===== src/chgreg_pkg.sv =====
// Package: constants and types for the charger register bank
// How it works
// - Only the slave address 1001010 is acknowledged, with its direction bit after it.
// - A write carries register offset, then data stored at that offset.
// - Direction bit low means write, high means read.
// - Status pin drive: 00 automatic, 01 forced low, 10 released, 11 undefined.
// - Mode field: 00 off/high impedance, 01 boost, 10 charge, 11 charge with recharge.
// - Writing one to detection start launches it; cleared by the device when done.
// - Detection starts by itself after every reset.
// - While charging, detection outcome picks a 500mA or 1A input limit.
// - High impedance mode halts charging and boosting.
// - Source select zero applies the larger of host limit and detection result.
// - Source select one applies only the host limit code.
// - Charge current code maps 20mV plus 4mV per step, up to 80mV.
// - Termination code maps 1mV to 8mV in 1mV steps.
// - While charging, the lower of charge code and safety maximum applies.
// - Host limit code: 00 100mA, 01 500mA, 11 no limit.
// - Safety maximum code maps from 20mV upward and caps the charge code.
package chgreg_pkg;
  localparam logic [6:0] SLAVE_ADDR   = 7'h4a;
  localparam logic [7:0] OFS_ENABLE   = 8'h00;
  localparam logic [7:0] OFS_CURRENT  = 8'h01;
  localparam logic [7:0] OFS_VOLTAGE  = 8'h02;
  localparam logic [7:0] OFS_SPECIAL  = 8'h03;
  localparam logic [7:0] OFS_SAFETY   = 8'h04;
  localparam logic [7:0] OFS_STAT1    = 8'h06;
  localparam logic [7:0] OFS_STAT2    = 8'h07;
  localparam logic [7:0] OFS_EVGEN    = 8'h08;
  localparam logic [7:0] OFS_EVCHG    = 8'h09;
  localparam logic [7:0] OFS_EVBST    = 8'h0a;
  localparam logic [7:0] OFS_MSKGEN   = 8'h0b;
  localparam logic [7:0] OFS_MSKCHG   = 8'h0c;
  localparam logic [7:0] OFS_MSKBST   = 8'h0d;
  localparam logic [7:0] OFS_PARTID   = 8'h0e;
  localparam int         NUM_REGS     = 16;
  localparam logic [7:0] RST_ENABLE   = 8'h0a;
  localparam logic [7:0] RST_CURRENT  = 8'h01;
  localparam logic [7:0] RST_VOLTAGE  = 8'h19;
  localparam logic [7:0] RST_SPECIAL  = 8'h02;
  localparam logic [7:0] RST_SAFETY   = 8'h40;
  localparam logic [7:0] RST_STAT2    = 8'h01;
  localparam logic [7:0] RST_ZERO     = 8'h00;
  // Arbitrary neutral identification value
  localparam logic [7:0] PART_ID      = 8'h5a;
  // Field positions
  localparam int BIT_DETECT_GO  = 2;
  localparam int BIT_AUX_REG    = 3;
  localparam int BIT_LIMIT_SRC  = 7;
  localparam int MODE_LSB       = 0;
  localparam int STATPIN_LSB    = 6;
  localparam int CHG_CODE_LSB   = 3;
  localparam int TERM_CODE_LSB  = 0;
  localparam int MAX_CODE_LSB   = 4;
  localparam int HOST_LIM_LSB   = 6;
  // Sense voltages in mV
  localparam logic [6:0] CHG_BASE_MV  = 7'h14;
  localparam logic [6:0] CHG_STEP_MV  = 7'h04;
  localparam logic [3:0] TERM_BASE_MV = 4'h1;
  // Detection duration
  localparam int DETECT_TIME_US = 100;
  localparam int CLK_MHZ        = 20;
  localparam int DETECT_CYCLES  = DETECT_TIME_US * CLK_MHZ;

  typedef enum logic [1:0] {
    CHGREG_MODE_OFF, CHGREG_MODE_BOOST, CHGREG_MODE_CHARGE, CHGREG_MODE_RECHARGE
  } chgreg_mode_type;

  typedef enum logic [1:0] {
    CHGREG_LIM_100, CHGREG_LIM_500, CHGREG_LIM_1000, CHGREG_LIM_NONE
  } chgreg_limit_type;

  typedef enum logic [1:0] {
    CHGREG_PIN_AUTO, CHGREG_PIN_LOW, CHGREG_PIN_HIGHZ, CHGREG_PIN_UNDEF
  } chgreg_statpin_type;

  typedef struct packed {
    logic               charge_on;
    logic               boost_on;
    logic               recharge_on;
    logic               high_impedance_mode;
    logic               aux_regulator_on;
    chgreg_statpin_type status_pin_drive;
    chgreg_limit_type   input_limit;
    logic [6:0]         charge_sense_mv;
    logic [3:0]         term_sense_mv;
  } chgreg_ctrl_type;
endpackage : chgreg_pkg


===== src/chgreg_regfile.sv =====
// Small register memory with registered read data
`timescale 1ns/100ps
`default_nettype none
module chgreg_regfile #(
  parameter int DEPTH = 16
) (
  input  wire logic                       i_clk,
  input  wire logic                       i_rst_n,
  input  wire logic                       i_we,
  input  wire logic [$clog2(DEPTH)-1:0]   i_waddr,
  input  wire logic [7:0]                 i_wdata,
  input  wire logic [$clog2(DEPTH)-1:0]   i_raddr,
  output logic      [7:0]                 o_rdata,
  output logic      [DEPTH*8-1:0]         o_all
);
  logic [7:0] mem [DEPTH];

  genvar g;
  generate
    for (g = 0; g < DEPTH; g++) begin : g_cell
      always_ff @(posedge i_clk) begin
        if (!i_rst_n) begin
          mem[g] <= chgreg_pkg::RST_ZERO;
        end else if (i_we && i_waddr == ($clog2(DEPTH))'(g)) begin
          mem[g] <= i_wdata;
        end
      end
      assign o_all[g*8 +: 8] = mem[g];
    end
  endgenerate

  always_ff @(posedge i_clk) begin
    if (!i_rst_n) begin
      o_rdata <= chgreg_pkg::RST_ZERO;
    end else begin
      o_rdata <= mem[i_raddr];
    end
  end
endmodule : chgreg_regfile
`default_nettype wire


===== src/chgreg_top.sv =====
// Charger register bank behind a two-wire serial slave
`timescale 1ns/100ps
`default_nettype none
module chgreg_top #(
  parameter int DETECT_CYCLES = chgreg_pkg::DETECT_CYCLES
) (
  input  wire logic                        i_clk,
  input  wire logic                        i_rst_n,
  input  wire logic                        i_scl,
  input  wire logic                        i_sda,
  output logic                             o_sda_oe,
  output logic                             o_sda,
  input  wire logic                        i_detect_is_wall,
  input  wire logic [3:0]                  i_status_code,
  output logic                             o_detect_active,
  output logic                             o_status_pin_low,
  output chgreg_pkg::chgreg_ctrl_type      o_ctrl
);
  typedef enum logic [2:0] {
    CHGREG_ST_IDLE, CHGREG_ST_ADDR, CHGREG_ST_OFS, CHGREG_ST_WDATA, CHGREG_ST_RDATA,
    CHGREG_ST_ACK, CHGREG_ST_RACK, CHGREG_ST_SKIP
  } chgreg_state_type;

  chgreg_state_type state;
  chgreg_state_type after_ack;
  logic [1:0]       scl_d;
  logic [1:0]       sda_d;
  logic             start_seen;
  logic             stop_seen;
  logic             scl_rise;
  logic             scl_fall;
  logic [3:0]       bit_cnt;
  logic [7:0]       shift;
  logic [7:0]       offset;
  logic [7:0]       enable_control;
  logic             detect_busy;
  logic             detect_wall;
  logic [31:0]      detect_cnt;
  logic             reset_detect_pending;
  logic             wr_hit;
  logic [7:0]       wr_data;
  logic             rf_we;
  logic [7:0]       rf_rdata;
  logic [127:0]     rf_all;
  logic [7:0]       read_byte;
  logic [7:0]       next_ctrl_byte;

  // Bus lines are taken as synchronous; edges found from one-cycle history
  always_ff @(posedge i_clk) begin
    if (!i_rst_n) begin
      scl_d <= 2'h3;
      sda_d <= 2'h3;
    end else begin
      scl_d <= {scl_d[0], i_scl};
      sda_d <= {sda_d[0], i_sda};
    end
  end

  assign scl_rise   = !scl_d[1] && scl_d[0];
  assign scl_fall   = scl_d[1] && !scl_d[0];
  assign start_seen = scl_d[0] && scl_d[1] && sda_d[1] && !sda_d[0];
  assign stop_seen  = scl_d[0] && scl_d[1] && !sda_d[1] && sda_d[0];

  function automatic logic is_writable(input logic [7:0] ofs);
    is_writable = (ofs <= chgreg_pkg::OFS_SAFETY) ||
                  (ofs >= chgreg_pkg::OFS_MSKGEN && ofs <= chgreg_pkg::OFS_MSKBST);
  endfunction : is_writable

  // Serial slave state machine
  always_ff @(posedge i_clk) begin
    if (!i_rst_n) begin
      state     <= CHGREG_ST_IDLE;
      after_ack <= CHGREG_ST_IDLE;
      bit_cnt   <= 4'h0;
      shift     <= 8'h00;
      offset    <= 8'h00;
      wr_hit    <= 1'b0;
      wr_data   <= 8'h00;
      o_sda_oe  <= 1'b0;
      o_sda     <= 1'b0;
    end else begin
      wr_hit <= 1'b0;
      if (start_seen) begin
        state    <= CHGREG_ST_ADDR;
        bit_cnt  <= 4'h0;
        o_sda_oe <= 1'b0;
      end else if (stop_seen) begin
        state    <= CHGREG_ST_IDLE;
        o_sda_oe <= 1'b0;
      end else begin
        unique case (state)
          CHGREG_ST_IDLE, CHGREG_ST_SKIP: begin
            o_sda_oe <= 1'b0;
          end
          CHGREG_ST_ADDR, CHGREG_ST_OFS, CHGREG_ST_WDATA: begin
            if (scl_rise) begin
              shift   <= {shift[6:0], sda_d[0]};
              bit_cnt <= bit_cnt + 4'h1;
            end else if (scl_fall && bit_cnt == 4'h8) begin
              bit_cnt <= 4'h0;
              if (state == CHGREG_ST_ADDR) begin
                if (shift[7:1] == chgreg_pkg::SLAVE_ADDR) begin
                  o_sda_oe  <= 1'b1;
                  after_ack <= shift[0] ? CHGREG_ST_RDATA : CHGREG_ST_OFS;
                  state     <= CHGREG_ST_ACK;
                end else begin
                  state <= CHGREG_ST_SKIP;
                end
              end else if (state == CHGREG_ST_OFS) begin
                offset    <= shift;
                o_sda_oe  <= 1'b1;
                after_ack <= CHGREG_ST_WDATA;
                state     <= CHGREG_ST_ACK;
              end else begin
                wr_hit    <= is_writable(offset);
                wr_data   <= shift;
                o_sda_oe  <= 1'b1;
                after_ack <= CHGREG_ST_WDATA;
                state     <= CHGREG_ST_ACK;
              end
            end
          end
          CHGREG_ST_ACK: begin
            if (scl_fall) begin
              state <= after_ack;
              if (after_ack == CHGREG_ST_RDATA) begin
                shift    <= read_byte;
                o_sda_oe <= !read_byte[7];
                bit_cnt  <= 4'h1;
              end else begin
                o_sda_oe <= 1'b0;
              end
              if (after_ack == CHGREG_ST_WDATA && offset != 8'h00 && bit_cnt == 4'h0) begin
                offset <= offset;
              end
            end
          end
          CHGREG_ST_RDATA: begin
            if (scl_fall) begin
              if (bit_cnt == 4'h8) begin
                o_sda_oe <= 1'b0;
                bit_cnt  <= 4'h0;
                offset   <= offset + 8'h01;
                state    <= CHGREG_ST_RACK;
              end else begin
                shift    <= {shift[6:0], 1'b0};
                o_sda_oe <= !shift[6];
                bit_cnt  <= bit_cnt + 4'h1;
              end
            end
          end
          CHGREG_ST_RACK: begin
            if (scl_rise) begin
              state <= sda_d[0] ? CHGREG_ST_SKIP : CHGREG_ST_ACK;
              after_ack <= CHGREG_ST_RDATA;
            end
          end
          default: state <= CHGREG_ST_IDLE;
        endcase
      end
    end
  end

  // Write data leaves the offset unchanged after each stored byte; only reads advance it
  logic wr_hit_d;
  always_ff @(posedge i_clk) begin
    if (!i_rst_n) begin
      wr_hit_d <= 1'b0;
    end else begin
      wr_hit_d <= wr_hit;
    end
  end

  assign rf_we = wr_hit && offset != chgreg_pkg::OFS_ENABLE;

  chgreg_regfile #(.DEPTH(chgreg_pkg::NUM_REGS)) u_regs (
    .i_clk   (i_clk),
    .i_rst_n (i_rst_n),
    .i_we    (rf_we),
    .i_waddr (offset[3:0]),
    .i_wdata (wr_data),
    .i_raddr (offset[3:0]),
    .o_rdata (rf_rdata),
    .o_all   (rf_all)
  );

  // Reset values for the configuration registers held in the memory
  logic [7:0] cfg_current;
  logic [7:0] cfg_voltage;
  logic [7:0] cfg_safety;
  logic       cfg_touched_cur;
  logic       cfg_touched_vol;
  logic       cfg_touched_saf;
  logic       cfg_touched_spc;
  always_ff @(posedge i_clk) begin
    if (!i_rst_n) begin
      cfg_touched_cur <= 1'b0;
      cfg_touched_vol <= 1'b0;
      cfg_touched_saf <= 1'b0;
      cfg_touched_spc <= 1'b0;
    end else if (rf_we) begin
      if (offset == chgreg_pkg::OFS_CURRENT) cfg_touched_cur <= 1'b1;
      if (offset == chgreg_pkg::OFS_VOLTAGE) cfg_touched_vol <= 1'b1;
      if (offset == chgreg_pkg::OFS_SAFETY)  cfg_touched_saf <= 1'b1;
      if (offset == chgreg_pkg::OFS_SPECIAL) cfg_touched_spc <= 1'b1;
    end
  end

  function automatic logic [7:0] reg_at(input logic [7:0] ofs);
    reg_at = rf_all[ofs[3:0]*8 +: 8];
  endfunction : reg_at

  // Procedural so memory updates inside reg_at are followed
  always_comb begin
    cfg_current = cfg_touched_cur ? reg_at(chgreg_pkg::OFS_CURRENT) : chgreg_pkg::RST_CURRENT;
    cfg_voltage = cfg_touched_vol ? reg_at(chgreg_pkg::OFS_VOLTAGE) : chgreg_pkg::RST_VOLTAGE;
    cfg_safety  = cfg_touched_saf ? reg_at(chgreg_pkg::OFS_SAFETY)  : chgreg_pkg::RST_SAFETY;
  end

  // Read multiplexer
  always_comb begin
    unique case (offset)
      chgreg_pkg::OFS_ENABLE:  read_byte = enable_control;
      chgreg_pkg::OFS_CURRENT: read_byte = cfg_current;
      chgreg_pkg::OFS_VOLTAGE: read_byte = cfg_voltage;
      chgreg_pkg::OFS_SPECIAL: read_byte = cfg_touched_spc ? reg_at(offset) : chgreg_pkg::RST_SPECIAL;
      chgreg_pkg::OFS_SAFETY:  read_byte = cfg_safety;
      chgreg_pkg::OFS_STAT1:   read_byte = {3'h0, i_status_code, 1'b0};
      chgreg_pkg::OFS_STAT2:   read_byte = chgreg_pkg::RST_STAT2;
      chgreg_pkg::OFS_MSKGEN, chgreg_pkg::OFS_MSKCHG, chgreg_pkg::OFS_MSKBST:
                               read_byte = reg_at(offset);
      chgreg_pkg::OFS_PARTID:  read_byte = chgreg_pkg::PART_ID;
      default:                 read_byte = chgreg_pkg::RST_ZERO;
    endcase
  end

  // Enable register; detection start bit cleared when detection ends
  always_comb begin
    next_ctrl_byte = enable_control;
    if (wr_hit && offset == chgreg_pkg::OFS_ENABLE) begin
      next_ctrl_byte = wr_data;
    end
    if (detect_busy && detect_cnt == 32'h0 && !(wr_hit && offset == chgreg_pkg::OFS_ENABLE
        && wr_data[chgreg_pkg::BIT_DETECT_GO])) begin
      next_ctrl_byte[chgreg_pkg::BIT_DETECT_GO] = 1'b0;
    end
  end

  always_ff @(posedge i_clk) begin
    if (!i_rst_n) begin
      enable_control <= chgreg_pkg::RST_ENABLE;
    end else begin
      enable_control <= next_ctrl_byte;
    end
  end

  // Charger detection sequencer
  always_ff @(posedge i_clk) begin
    if (!i_rst_n) begin
      reset_detect_pending <= 1'b1;
      detect_busy          <= 1'b0;
      detect_cnt           <= 32'h0;
      detect_wall          <= 1'b0;
    end else begin
      reset_detect_pending <= 1'b0;
      if (!detect_busy && (reset_detect_pending ||
          enable_control[chgreg_pkg::BIT_DETECT_GO])) begin
        detect_busy <= 1'b1;
        detect_cnt  <= 32'(DETECT_CYCLES - 1);
      end else if (detect_busy) begin
        if (detect_cnt == 32'h0) begin
          detect_busy <= 1'b0;
          detect_wall <= i_detect_is_wall;
        end else begin
          detect_cnt <= detect_cnt - 32'h1;
        end
      end
    end
  end

  // Control outputs
  chgreg_pkg::chgreg_mode_type mode;
  logic [3:0] chg_code;
  logic [3:0] max_code;
  logic [3:0] eff_code;
  logic [1:0] host_lim;
  logic [1:0] det_lim;
  assign mode     = chgreg_pkg::chgreg_mode_type'(enable_control[chgreg_pkg::MODE_LSB +: 2]);
  assign chg_code = cfg_current[chgreg_pkg::CHG_CODE_LSB +: 4];
  assign max_code = cfg_safety[chgreg_pkg::MAX_CODE_LSB +: 4];
  assign eff_code = (chg_code < max_code) ? chg_code : max_code;
  assign host_lim = cfg_voltage[chgreg_pkg::HOST_LIM_LSB +: 2];
  assign det_lim  = detect_wall ? 2'(chgreg_pkg::CHGREG_LIM_1000)
                                : 2'(chgreg_pkg::CHGREG_LIM_500);

  always_ff @(posedge i_clk) begin
    if (!i_rst_n) begin
      o_ctrl           <= '0;
      o_detect_active  <= 1'b0;
      o_status_pin_low <= 1'b0;
    end else begin
      o_ctrl.charge_on    <= mode == chgreg_pkg::CHGREG_MODE_CHARGE ||
                             mode == chgreg_pkg::CHGREG_MODE_RECHARGE;
      o_ctrl.boost_on     <= mode == chgreg_pkg::CHGREG_MODE_BOOST;
      o_ctrl.recharge_on  <= mode == chgreg_pkg::CHGREG_MODE_RECHARGE;
      o_ctrl.high_impedance_mode <= mode == chgreg_pkg::CHGREG_MODE_OFF;
      o_ctrl.aux_regulator_on    <= enable_control[chgreg_pkg::BIT_AUX_REG];
      o_ctrl.status_pin_drive    <=
        chgreg_pkg::chgreg_statpin_type'(enable_control[chgreg_pkg::STATPIN_LSB +: 2]);
      if (cfg_current[chgreg_pkg::BIT_LIMIT_SRC]) begin
        o_ctrl.input_limit <= chgreg_pkg::chgreg_limit_type'(host_lim);
      end else begin
        o_ctrl.input_limit <= chgreg_pkg::chgreg_limit_type'(
          (host_lim > det_lim) ? host_lim : det_lim);
      end
      o_ctrl.charge_sense_mv <= chgreg_pkg::CHG_BASE_MV +
        7'(eff_code) * chgreg_pkg::CHG_STEP_MV;
      o_ctrl.term_sense_mv <= chgreg_pkg::TERM_BASE_MV +
        4'(cfg_current[chgreg_pkg::TERM_CODE_LSB +: 3]);
      o_detect_active <= detect_busy;
      unique case (enable_control[chgreg_pkg::STATPIN_LSB +: 2])
        2'h0:    o_status_pin_low <= i_status_code != 4'h0;
        2'h1:    o_status_pin_low <= 1'b1;
        default: o_status_pin_low <= 1'b0;
      endcase
    end
  end
endmodule : chgreg_top
`default_nettype wire


===== config.mk =====
export PLATFORM = sky130hd
export DESIGN_NAME = chgreg_top
export DESIGN_NICKNAME = d
export VERILOG_FILES = /design/src/chgreg_pkg.sv /design/src/chgreg_regfile.sv /design/src/chgreg_top.sv
export SDC_FILE = /design/constraint.sdc
export NUM_CORES = 1
export LEC_CHECK = 0
export ABC_CLOCK_PERIOD_IN_PS = 3250
export BUFFER_PORTS_ARGS = -buffer_cell sky130_fd_sc_hd__clkbuf_2
export CAP_MARGIN = 20
export CORE_UTILIZATION = 50
export DETAILED_ROUTE_END_ITERATION = 16
export GPL_TIMING_DRIVEN = 0
export PLACE_DENSITY = 0.76
export SYNTH_ARGS = -nofsm -noshare
export SYNTH_HDL_FRONTEND = slang
export SYNTH_SLANG_ARGS = --single-unit
export TNS_END_PERCENT = 100

===== constraint.sdc =====
create_clock -name i_clk -period 3.25 [get_ports i_clk]
set_clock_uncertainty 0.2 [all_clocks]
set_input_delay 0.325 -clock i_clk [delete_from_list [all_inputs] [get_ports i_clk]]
set_output_delay 0.325 -clock i_clk [all_outputs]
set_load 0.1 [all_outputs]

* Yosys cells after proc, flatten, opt, wreduce, memory -nomap -nowiden
Memories as Yosys holds them, arrays and structs flattened.
Index checks and enable logic that the tools add are counted.
** Operators by class
- Add/sub/neg operators :: 5
- Shift-type cells :: 1
- Bitwise operators :: 26
- Equal/unequal tests :: 59
- Magnitude comparators :: 5
- Reduce and logical (&&, ||, !) cells :: 80
- Muxes and demuxes :: 129
** Operators by type and width (number)
- $mux W8 :: 31
- $shiftx A128 B8 Y8 :: 1
- $pmux W8 S9 :: 1
- $mux W1 :: 62
- $mux W3 :: 13
- $eq A4 B4 Y1 const B :: 9
- $mux W11 :: 3
- $eq A8 B4 Y1 const B :: 4
- $logic_not A32 Y1 :: 1
- $sub A32 B1 Y32 const B :: 1
- $logic_and A1 B1 Y1 :: 31
- $mux W4 :: 7
- $reduce_and A7 Y1 :: 4
- $eq A8 B3 Y1 const B :: 3
- $ne A4 B4 Y1 const B :: 6
- $pmux W8 S3 :: 1
- $ne A2 B2 Y1 const B :: 11
- $eq A4 B3 Y1 const B :: 4
- $eq A8 B2 Y1 const B :: 2
- $or A1 B1 Y1 :: 16
- $pmux W8 S2 :: 1
- $eq A3 B3 Y1 const B :: 5
- $pmux W3 S4 :: 1
- $pmux W4 S3 :: 1
- 43 further kinds :: 86
** Word-level totals
- Word-level logic and storage cells :: 339
- Bits in writable memories :: 128
- Memories :: 1
- Bits in registers :: 109
** Memories
- u_regs.mem :: words 16, bits a word 8, read ports 16, clocked after Yosys merged registers in 0, write ports 16, line chgreg_regfile.sv:16 : logic [7:0] mem [DEPTH];

* Depth between registers and ports, before layout
Gate-level depths: netlist (run 1).
- Depth in word-level cells :: 8
- Depth in mapped cells :: 12

* By module
From an unflattened synthesis (run 1), not the netlist that was laid out.
** Second synthesis, totals
- Cell total of the unflattened synthesis :: 1205
- Area, all modules :: 12702.2 um^2
** By module, submodules not included
- chgreg_top :: cells each 753, area an instance 6475.0 um^2, times used 1, seq. area each 2142.1 um^2
- chgreg_regfile :: cells each 452, area an instance 6227.2 um^2, times used 1, seq. area each 4003.8 um^2

* Worst setup path before layout (run 1)
Ideal clock, no wire load.
- Path kind :: register -> register
- From :: register offset[1]
- To :: memory u_regs.mem[14][0] (enable)
- Clock period less this slack :: 3088 ps
- Data required time :: 2666 ps
- Setup slack :: 162 ps
- Arrival time :: 2504 ps
- Path buffers :: 4
- Library setup time :: 384 ps
- Stages on the path, launching flop included :: 10
- Cells stage by stage :: dfxtp_1 > buf_2 > clkbuf_1 > inv_1 > ha_1 > clkbuf_1 > clkbuf_1 > nand2_1 > nand3_1 > o21ai_0
** RTL lines
- from (decl) :: line chgreg_top.sv:34 : logic [7:0] offset;
- from (signal assigned) :: line chgreg_top.sv:110 : offset <= shift;
- from (signal assigned) :: line chgreg_top.sv:134 : offset <= offset;
- from (signal assigned) :: line chgreg_top.sv:143 : offset <= offset + 8'h01;
- to (decl) :: line chgreg_regfile.sv:16

* Worst setup path after layout (run 1)
- From :: register offset[0]
- To :: register o_sda_oe
** On the way
- Longest elaborated chain between the ends :: 7
** RTL lines
- $shiftx A128 B8 Y8 or $eq A8 B4 Y1 (tied branches) :: line chgreg_top.sv:210, chgreg_top.sv:222
- $mux W8 or $reduce_or A3 Y1 (tied branches) :: line chgreg_top.sv:226, chgreg_top.sv:222
- $pmux W8 S9 * :: line chgreg_top.sv:222 : unique case (offset)
- $logic_not A1 Y1 * :: line chgreg_top.sv:128 : o_sda_oe <= !read_byte[7];
- $mux W1 * :: line chgreg_top.sv:126 : if (after_ack == CHGREG_ST_RDATA) begin
- $mux W1 * :: line chgreg_top.sv:124 : if (scl_fall) begin
- $pmux W1 S4 * :: line chgreg_top.sv:91 : unique case (state)
- to (signal assigned) :: line chgreg_top.sv:128
- to (signal assigned) :: line chgreg_top.sv:147 : o_sda_oe <= !shift[6];
- to (decl) :: line chgreg_top.sv:11 : output logic o_sda_oe,
Mark *: on every way between the ends. The rest lies on a longest branch, timed or not. The select of a mux whose other input is x is not followed.
A chain may end at the register's enable or synchronous reset.

==> flow_summary.yaml, run 1 <==
status:
  run_status: "complete, no violations"
critical_path:
  regToRegSetupSlack_ns: 0.13
  path_cells: "buf_12, inv_1, ha_1, clkbuf_1, o211a_1, and2_0, clkbuf_1, a32o_1, nor4b_2, o221ai_1, a21oi_1"
  max_stage_delay_ns: 0.45
  cp_top_family: "compound AO/OA/AOI/OAI gates"
  crit_buf_inv: 4
  critical-path-slowest-cell: "dfxtp_2"
  path_common_cell: "clkbuf_1"
  path_class: "reg2reg"
  required_ns: 3.49
  path_max_fanout: 19
  crit_path_end_kind: "flip-flop"
  crit_path_start_kind: "flip-flop"
  arrival_ns: 3.36
grt:
  grt_use_total_pct: 26.56
  grt_pass1_vias: 7608
  grt_overflow_total: 0
  grt_pass1_wl_um: 43300
  antenna_found_initial: 0
  grt_max_degree: 20
timing:
  hold_viol_final: 0
  rsz0062_at_grt: "yes"
  max_slew.worst_pin.slew_ns: 0.9314
  tns_ns: 0
  slew_headroom_pct: 37.33
  drv_slew: 0
  max_freq_mhz: 320.3
  setup_viol: 0
  fin_crit_sh_pct: 96.05
  fin_crit_ns: 3.122
detailed_routing:
  dr.first_iter.drc_count: 666
  antenna_left: 0
  wirelength_um: 27780
  viasPerCell: 5.904
  wl_per_cell_um: 20.67
  drcViolationCount: 0
  num_vias: 7935
  first_pass_iters: 5
die:
  die_x_um: 145.4
  die_h_um: 145.4
  boundaryPins: 33
  core_area_um2: 20170
  num_rows: 52
  initial_core_util_pct: 50.95
  dieArea_um2: 21130
placed_design:
  gp_congestion: 1.010
  io_buffers: 29
  place_hpwl_um: 20290
  post_dp_cell_area_um2: 10830
  place_inst: 1299
yosys:
  synth_edf_count: 104
  synth_most_common_cell: "and2_1"
  synth_top_cell_by_area: "edfxtp_1"
  yosys.area.top_type_share_pct: 30.39
  synth_cell_types: 80
  syn_area_um2: 10280
  synth_ff_type: "dfxtp_1"
  synthTopCellsByArea: "edfxtp_1 30%, dfxtp_1 21%, and2_1 7.0%, mux4_2 5.3%, nand2_1 3.4%"
  ys_top_cells_by_count: "115 x and2_1, 107 x dfxtp_1, 104 x edfxtp_1"
  synth.avg_cell_area_um2: 10.39
  ys_seq_elements: 211
  synthArstFlopShare_pct: 0
  synthCells: 989
  yosysWarnings: 0
  synth-seq-area-share_pct: 51.24
layout:
  layout.cells.non_filler: 1344
  syn_to_final_growth_pct: 13.47
  final_nets: 1082
  drive_above_1_share_pct: 13.97
  fin_util_pct: 57.81
  design_area_um2: 11660
  antennaDiodeCount: 0
clock_network:
  clockRootBuffer: "clkbuf_16"
  clk-insertion-delay-late_ns: 0.51
  cts.clk_slew.worst_paths_ns: 0.06
  h-tree-depth: 1
  cts.sinks: 211
  clock_path_buffers: 3
  cts_setup_buffers: 0
  cts_tree: "built"
  numCtsBuffers: 23
pwr:
  power_density_nw_per_um2: 491.9
  finalPower_mw: 5.736
  p_leak_nw: 4.206
  irDropWorstVdd_v: 0.0004302
run:
  maxCapViolations: 0
hold_path:
  hold_class: "in2reg"
-- path summary, 6_finish.rpt --
path / end / depth (start not counted) / start
hold / removal: o_sda_oe$_SDFFE_PP0P_ / 4 / i_rst_n
hold reg to reg: enable_control[5]$_SDFFE_PN0P_ / 2 / enable_control[5]$_SDFFE_PN0P_
setup reg to reg: o_sda_oe$_SDFFE_PP0P_ / 11 / offset[0]$_SDFFE_PN0P_
setup / recovery: o_sda_oe$_SDFFE_PP0P_ / 11 / offset[0]$_SDFFE_PN0P_
-- sequential cells by signal (all words and copies together), names as in the netlist, 2 cells and up --
| register | count |
|---|---|
| bit_cnt | 4 |
| u_regs.mem | 104 |
| offset | 8 |
| o_ctrl | 18 |
| detect_cnt | 32 |
| shift | 8 |
| after_ack | 3 |
| state | 3 |
| sda_d | 2 |
| scl_d | 2 |
| wr_data | 8 |
| enable_control | 8 |
-- worst reg2reg max path, delay by kind of cell (launching register included) --
| kind | cells | cell delay (ns) |
|---|---|---|
| flip-flops | 1 | 0.45 |
| adder cells (fa/ha/maj) | 1 | 0.20 |
| AND/OR/NAND/NOR | 2 | 0.46 |
| buffers and inverters | 4 | 0.77 |
| AO/OA/AOI/OAI | 4 | 0.97 |
-- cells by family after synthesis --
group           Yosys count  share of synthesized area [%]
simple gates            444                          23.21
flops                   211                          51.24
compound gates          169                          10.76
buf+inv                  81                          3.750
mux                      41                          6.916
xor+xnor                 28                          2.386
fa+ha+maj                14                          1.705
other cells               1                        0.03649
-- what timing repair did --
| action | CTS | global route |
|---|---|---|
| hold buffers | 6 | 0 |
| pin swaps | 0 | 0 |
| setup endpoints to repair | 212 | 76 |
| resized for setup | 17 | 15 |
| hold endpoints to repair | 4 | 0 |
-- through the flow --
stage / hold WS (ns) / setup WS, ns
final: 0.1407 / 0.1283
after global routing: 0.1511 / -0.04297
after CTS: 0.1222 / 0.05861
after detailed placement: 0.2519 / -1.053
after global placement: 0.2443 / -1.068
after floorplan: 0.2265 / 0.1624
-- layer usage --
layer	wire, um	track usage [%]	share of wire [%]
met4	942	9.684	3.4
met1	12130	36.44	44
met5	0	0	0
met3	2033	4.671	7.3
met2	12680	42.40	46
-- layout by cell type (no fill, tap or decap), types with 10 or more instances in the layout --
| master | count |
|---|---|
| o21ai_0 | 35 |
| nor3_1 | 21 |
| xor2_1 | 17 |
| clkbuf_1 | 45 |
| nor4_1 | 12 |
| a21oi_1 | 41 |
| dfxtp_1 | 106 |
| clkbuf_2 | 32 |
| nand2b_1 | 13 |
| nor2b_1 | 11 |
| xnor2_1 | 11 |
| nor2_1 | 85 |
| buf_2 | 10 |
| nand2_1 | 93 |
| mux4_2 | 24 |
| inv_1 | 18 |
| edfxtp_1 | 104 |
| buf_4 | 11 |
| clkbuf_16 | 23 |
| and2_1 | 115 |
| ha_1 | 14 |
| a31oi_1 | 11 |
| nand3_1 | 30 |
| mux2i_1 | 17 |
-- where the power goes --
| group | total [mW] | switching, mW | leakage [nW] | internal, mW |
|---|---|---|---|---|
| sequential | 2.93 | 0.0617 | 1.91 | 2.87 |
| combinational | 0.337 | 0.226 | 1.95 | 0.111 |
| clock | 2.47 | 1.01 | 0.339 | 1.45 |
| total | 5.74 | 1.30 | 4.21 | 4.43 |
-- final cells by class --
type                       count  area (um2)
clock inverter                 4       47.55
fill                        1721        8509
buffer                        61       341.6
multi-input combinational    699        4669
clock buffer                  36       654.4
timing repair buffer          45       275.3
sequential                   211        5266
tap                          270       337.8
inverter                      18       67.56
No activity file was read; power rests on OpenSTA's default activity.
==> inputs of run 2 (changes only) <==
--- a/config.mk
+++ b/config.mk
@@ -5,14 +5,13 @@
 export SDC_FILE = /design/constraint.sdc
 export NUM_CORES = 1
 export LEC_CHECK = 0
-export ABC_CLOCK_PERIOD_IN_PS = 3250
+export ABC_CLOCK_PERIOD_IN_PS = 3100
 export BUFFER_PORTS_ARGS = -buffer_cell sky130_fd_sc_hd__clkbuf_2
 export CAP_MARGIN = 20
 export CORE_UTILIZATION = 50
 export DETAILED_ROUTE_END_ITERATION = 16
 export GPL_TIMING_DRIVEN = 0
-export PLACE_DENSITY = 0.76
+export PLACE_DENSITY = 0.73
 export SYNTH_ARGS = -nofsm -noshare
 export SYNTH_HDL_FRONTEND = slang
 export SYNTH_SLANG_ARGS = --single-unit
-export TNS_END_PERCENT = 100
==> constraint.sdc (replaced) <==
create_clock -name i_clk -period 3.1 [get_ports i_clk]
set_clock_uncertainty 0.2 [all_clocks]
set_input_delay 0.62 -clock i_clk [delete_from_list [all_inputs] [get_ports i_clk]]
set_output_delay 0.62 -clock i_clk [all_outputs]
set_load 0.1 [all_outputs]
==> flow_summary.yaml, run 2 (same netlist as run 1, synthesis figures left out) <==
die:
  die_x_um: 145.4
  dieArea_um2: 21130
  die_h_um: 145.4
  initial_core_util_pct: 50.95
  boundaryPins: 33
  core_area_um2: 20170
  num_rows: 52
pwr:
  finalPower_mw: 6.119
  clockPowerShare_pct: 43.9
  p_int_mw: 4.721
  power_density_nw_per_um2: 520.4
  irDropWorstVdd_v: 0.0004523
  swShare_pct: 22.85
  p_leak_nw: 4.248
  pwr-share-seq_pct: 50.2
  p_comb_share_pct: 5.9
  switchingPower_mw: 1.398
placed_design:
  io_buffers: 29
  pre_cts_slack_ns: -1.132
  post_dp_cell_area_um2: 10840
  gp_congestion: 0.9837
  place_inst: 1301
  place_hpwl_um: 20600
clock_network:
  cts_tree: "built"
  cts.clk_slew.worst_paths_ns: 0.06
  postCtsHoldBufs: 0
  numCtsBuffers: 23
  h-tree-depth: 1
  cts.sinks: 211
  clk-insertion-delay-late_ns: 0.51
  clockRootBuffer: "clkbuf_16"
  clock_path_buffers: 3
critical_path:
  regToRegSetupSlack_ns: 0.07
  r2r_cells: 8
  required_ns: 3.28
  path_cells: "buf_8, buf_6, inv_1, ha_1, clkbuf_1, nand3_1, nor2_1, and2_1"
  critical-path-slowest-cell: "nor2_1"
  path_max_fanout: 10
  arrival_ns: 3.21
  cp_top_family: "simple AND/OR/NAND/NOR gates"
  regToRegEndpoint: "u_regs.mem[10][2]$_SDFFCE_PN0P_"
  r2r_start: "offset[0]$_SDFFE_PN0P_"
  crit_path_end_kind: "flip-flop"
  max_stage_delay_ns: 0.58
  path_class: "reg2reg"
  crit_path_start_kind: "flip-flop"
  crit_buf_inv: 4
hold_path:
  hp-start: "i_scl"
  hold_end: "scl_d[0]$_SDFF_PN1_"
  hold_class: "in2reg"
  worst_hold_path.num_cells: 2
layout:
  syn_to_final_growth_pct: 14.42
  drive_above_1_share_pct: 16.06
  fin_util_pct: 58.29
  largestRegisters: "u_regs.mem: 104 flops, detect_cnt: 32 flops, o_ctrl: 18 flops"
  regMostFlops: "u_regs.mem"
  final_cell_mix: "115 x and2_1, 104 x dfxtp_1, 104 x edfxtp_1, 93 x nand2_1, 82 x nor2_1"
  final_nets: 1078
  layout.cells.non_filler: 1341
  final_common_cell: "and2_1"
  antennaDiodeCount: 0
  largest_reg_flops: 104
  design_area_um2: 11760
  nFillCells: 1734
timing:
  max_slew.worst_pin.slew_ns: 1.099
  max_freq_mhz: 330.4
  fin_crit_ns: 3.027
  slew_headroom_pct: 26.73
  hold_viol_final: 0
  layout_setup_ws_ns: 0.07345
  drv_slew: 0
  fin_crit_sh_pct: 97.63
  rsz0062_at_grt: "no"
  setup_viol: 0
detailed_routing:
  num_vias: 7964
  drcViolationCount: 0
  wl_per_cell_um: 21.31
  viasPerCell: 5.939
  first_pass_iters: 5
  dr.first_iter.drc_count: 890
  antenna_left: 0
  wirelength_um: 28580
grt:
  grt_max_degree: 15
  grt_pass1_wl_um: 44670
  grt_pass1_vias: 7705
  grt_use_total_pct: 27.52
  antenna_found_initial: 0
  grt_overflow_total: 0
status:
  run_status: "complete, no violations"
run:
  maxCapViolations: 0
[run 2: area by class of cell]
cell class	count	area [um2]	area share, %
multi-input cells	699	4763	40.51
clock inverters	11	105.1	0.8939
plain buffers	61	350.3	2.980
well taps	270	337.8	2.873
clock buffers	30	631.9	5.374
flip-flops and latches	211	5271	44.83
inverters	18	67.56	0.5747
repair buffers	41	230.2	1.958
[run 2: metrics by stage]
step                hold WS (ns)  TNS (ns)
floorplan                 0.2318         0
global placement          0.2424   -166.92
detailed placement        0.2516   -142.32
CTS                      0.09348         0
global route             0.09751         0
finish                   0.09718         0
[run 2: power groups by stage]
| stage | Combinational [mW] | Clock [mW] | Sequential (mW) |
|---|---|---|---|
| 6_report | 0.358 | 2.69 | 3.07 |
| 5_1_grt | 0.388 | 2.84 | 3.08 |
| 4_1_cts | 0.357 | 2.72 | 3.07 |
| 3_5_place_dp | 0.347 | 0 | 3.13 |
| 3_3_place_gp | 0.332 | 0 | 3.13 |
| 2_1_floorplan | 0.212 | 0 | 3.15 |
[run 2: worst max-delay path by stage]
stage	to	cells past startpoint	from	slack [ns]
floorplan	u_regs.mem[14][0]$_SDFFCE_PN0P_	9	offset[1]$_SDFFE_PN0P_	0.01
global placement	u_regs.mem[1][2]$_SDFFCE_PN0P_	9	offset[1]$_SDFFE_PN0P_	-1.30
detailed placement	u_regs.mem[14][1]$_SDFFCE_PN0P_	9	offset[1]$_SDFFE_PN0P_	-1.13
CTS	o_ctrl[10]$_SDFF_PN0_	11	cfg_touched_saf$_SDFFE_PN0P_	0.01
global route	u_regs.mem[13][3]$_SDFFCE_PN0P_	8	offset[1]$_SDFFE_PN0P_	0.02
finish	u_regs.mem[10][2]$_SDFFCE_PN0P_	8	offset[0]$_SDFFE_PN0P_	0.07
[run 2: metal layers]
metal  GRT usage [%]  vias up  wire length (um)  part of all wire, %
met5               0        -                 0                    0
met4           9.947        0              1066                  3.7
met3           5.768       81              2146                  7.5
met2           43.56      330             13120                   46
met1           37.50     3856             12240                   43
li1                -     3697                 -                    -
[run 2: repair_timing]
item,CTS,global route
gates cloned,0,0
pin swaps,3,0
resized for setup,49,9
setup buffers,1,0
hold endpoints to repair,0,0
endpoints found under the setup margin,215,79
[run 2: worst register-to-register path: cells and delay by family, from the launching register on]
kind          cells  cell delay, ns
buf+inv           4            0.87
flops             1            0.38
fa+ha+maj         1            0.22
simple gates      3            1.23
==> inputs of run 3 (changes only) <==
--- a/config.mk
+++ b/config.mk
@@ -5,6 +5,7 @@
 export SDC_FILE = /design/constraint.sdc
 export NUM_CORES = 1
 export LEC_CHECK = 0
+export ABC_AREA = 1
 export ABC_CLOCK_PERIOD_IN_PS = 3100
 export BUFFER_PORTS_ARGS = -buffer_cell sky130_fd_sc_hd__clkbuf_2
 export CAP_MARGIN = 20
==> flow_summary.yaml, run 3 <==
timing:
  layout_setup_ws_ns: 0.1065
  fin_crit_sh_pct: 96.57
  setup_viol: 0
  hold_viol_final: 0
  max_slew.worst_pin.slew_ns: 0.9129
  hold_ws_ns: 0.07268
  max_freq_mhz: 334.1
  fin_crit_ns: 2.994
  drv_slew: 0
  slew_headroom_pct: 39.14
layout:
  antennaDiodeCount: 0
  final_nets: 1566
  final_cell_mix: "301 x nor2_1, 281 x nand2_1, 131 x o21ai_0, 128 x edfxtp_1, 109 x inv_1"
  largest_reg_flops: 128
  final_common_cell: "nor2_1"
  largestRegisters: "u_regs.mem: 128 flops, detect_cnt: 32 flops, o_ctrl: 18 flops"
  regMostFlops: "u_regs.mem"
  syn_to_final_growth_pct: 12.44
  drive_above_1_share_pct: 10.95
die:
  num_rows: 55
  initial_core_util_pct: 51.43
  core_area_um2: 22850
  dieArea_um2: 24120
  die_x_um: 155.3
  die_h_um: 155.3
  boundaryPins: 33
pwr:
  finalPower_mw: 8.597
  swShare_pct: 34.55
  p_int_mw: 5.627
  p_leak_nw: 5.238
  power_density_nw_per_um2: 650.7
  p_comb_share_pct: 25.6
  irDropWorstVdd_v: 0.0004524
  pwr-share-seq_pct: 42.7
  switchingPower_mw: 2.971
  clockPowerShare_pct: 31.7
critical_path:
  path_class: "reg2reg"
  required_ns: 3.17
  arrival_ns: 3.06
  crit_path_end_kind: "flip-flop"
  path_max_fanout: 12
  crit_path_start_kind: "flip-flop"
yosys:
  synthCells: 1472
  synth-xor-area-share_pct: 1.863
  yosysWarnings: 0
  synth_top_cell_by_area: "edfxtp_1"
  synth_fa_ha_area_share_pct: 1.491
  synth-seq-area-share_pct: 50.94
  synth_cell_types: 46
  syn_area_um2: 11750
  synthTopCellsByArea: "edfxtp_1 33%, dfxtp_1 18%, nor2_1 9.6%, nand2_1 9.0%, o21ai_0 6.1%"
  ys_top_cells_by_count: "301 x nor2_1, 281 x nand2_1, 143 x o21ai_0"
  ys_seq_elements: 235
  synth_ff_type: "edfxtp_1"
  synth.avg_cell_area_um2: 7.983
  synth_most_common_cell: "nor2_1"
  yosys.area.top_type_share_pct: 32.71
  synth-compound-area-share_pct: 12.18
  synth_edf_count: 128
  synth_top_family_by_area: "simple AND/OR/NAND/NOR gates"
  synthArstFlopShare_pct: 0
  synth_mux_area_share_pct: 0
  synth-simple-area-share_pct: 26.83
grt:
  grt_pass1_wl_um: 54750
  met2_usage_pct: 47.94
  grt_max_degree: 15
  grtUsageMet3_pct: 5.042
  grt_util_met1_pct: 39.67
  antenna_found_initial: 0
  grt_overflow_total: 0
  grt_busiest_layer: "met2"
  grt_pass1_vias: 9916
  grt_use_total_pct: 29.60
clock_network:
  cts_tree: "built"
  clk-insertion-delay-late_ns: 0.53
  postCtsHoldBufs: 0
  numCtsBuffers: 25
  clock_path_buffers: 3
  cts.clk_slew.worst_paths_ns: 0.06
  h-tree-depth: 1
  clockRootBuffer: "clkbuf_16"
  cts.sinks: 235
detailed_routing:
  dr.first_iter.drc_count: 1118
  wirelength_um: 35090
  antenna_left: 0
  wl_per_cell_um: 18.72
  drcViolationCount: 0
  viasPerCell: 5.712
  first_pass_iters: 6
  num_vias: 10700
placed_design:
  gp_congestion: 0.9857
  io_buffers: 28
  pre_cts_slack_ns: -0.7721
  place_hpwl_um: 25800
status:
  run_status: "complete, no violations"
hold_path:
  hold_class: "in2reg"
run:
  maxCapViolations: 0
-- run 3: cell count changes after synthesis, sizes merged, moves of 13 or more --
cell    change
edfxtp     +24
nand2b     -13
nand4      +19
nand2     +192
mux4       -24
and2      -117
mux2i      -17
nor2      +228
nand3      +40
o21ai     +106
inv       +106
a21oi      +45
-- run 3: power by group through the flow --
stage	Sequential [mW]	Combinational (mW)	Clock, mW
detailed placement	3.73	2.09	0
CTS	3.66	2.12	2.76
finish	3.67	2.20	2.73
global placement	3.72	2.07	0
floorplan	3.73	1.46	0
global route	3.69	2.40	2.86
-- run 3: cell type report --
type	instances	area, um2
Timing Repair Buffer	43	247.7
Tap cell	313	391.6
Fill cell	2163	9634
Clock buffer	34	680.7
Inverter	133	505.5
Multi-Input combinational cell	1043	5060
Clock inverter	11	53.80
Sequential cell	235	5987
Buffer	62	286.5
-- run 3: what timing repair did --
item / 4_1_cts / 5_1_grt
setup endpoints to repair: 144 / 79
pin swaps: 1 / 3
resized for setup: 22 / 9
buffers inserted: 3 / 6
-- run 3: final timing paths --
check | startpoint | endpoint | slack, ns | depth (start not counted)
setup reg to reg | offset[0]$_SDFFE_PN0P_ | u_regs.mem[9][5]$_SDFFCE_PN0P_ | 0.11 | 14
hold / removal | i_sda | sda_d[0]$_SDFF_PN1_ | 0.07 | 2
hold reg to reg | enable_control[0]$_SDFFE_PN0P_ | o_ctrl[16]$_SDFF_PN0_ | 0.27 | 1
setup / recovery | offset[0]$_SDFFE_PN0P_ | u_regs.mem[9][5]$_SDFFCE_PN0P_ | 0.11 | 14
-- run 3: per-stage QoR --
step                      util [%]  cells  setup TNS, ns  instance area, um2
after global routing         57.83   1874      -0.007860               13210
after global placement       53.80   1815         -65.69               12290
after detailed placement     53.98   1821         -44.54               12330
after floorplan                  -   1474              0               11760
after CTS                    57.50   1868              0               13140
final                        57.83   1874              0               13210
-- run 3: kinds of logic after synthesis --
| kind of cell | after synthesis |
|---|---|
| flops | 235 |
| buf+inv | 196 |
| xor+xnor | 25 |
| fa+ha+maj | 14 |
| compound gates | 271 |
| other cells | 1 |
| simple gates | 730 |
-- run 3: critical path: stages, from the launching register on --
cell,delay (ns)
dfxtp_2,0.35
inv_1,0.10
clkbuf_4,0.25
buf_6,0.20
ha_1,0.24
inv_1,0.08
nor2_2,0.20
nand2_4,0.12
inv_2,0.19
nor2_8,0.07
inv_4,0.18
nor2_4,0.08
inv_2,0.15
o21ai_4,0.08
clkbuf_4,0.23
-- run 3: per-layer routing --
| layer | wire (um) | share of wire [%] |
|---|---|---|
| met1 | 14430 | 41 |
| met2 | 16030 | 46 |
| met3 | 3200 | 9.1 |
| met4 | 1424 | 4.1 |
| met5 | 0 | 0 |
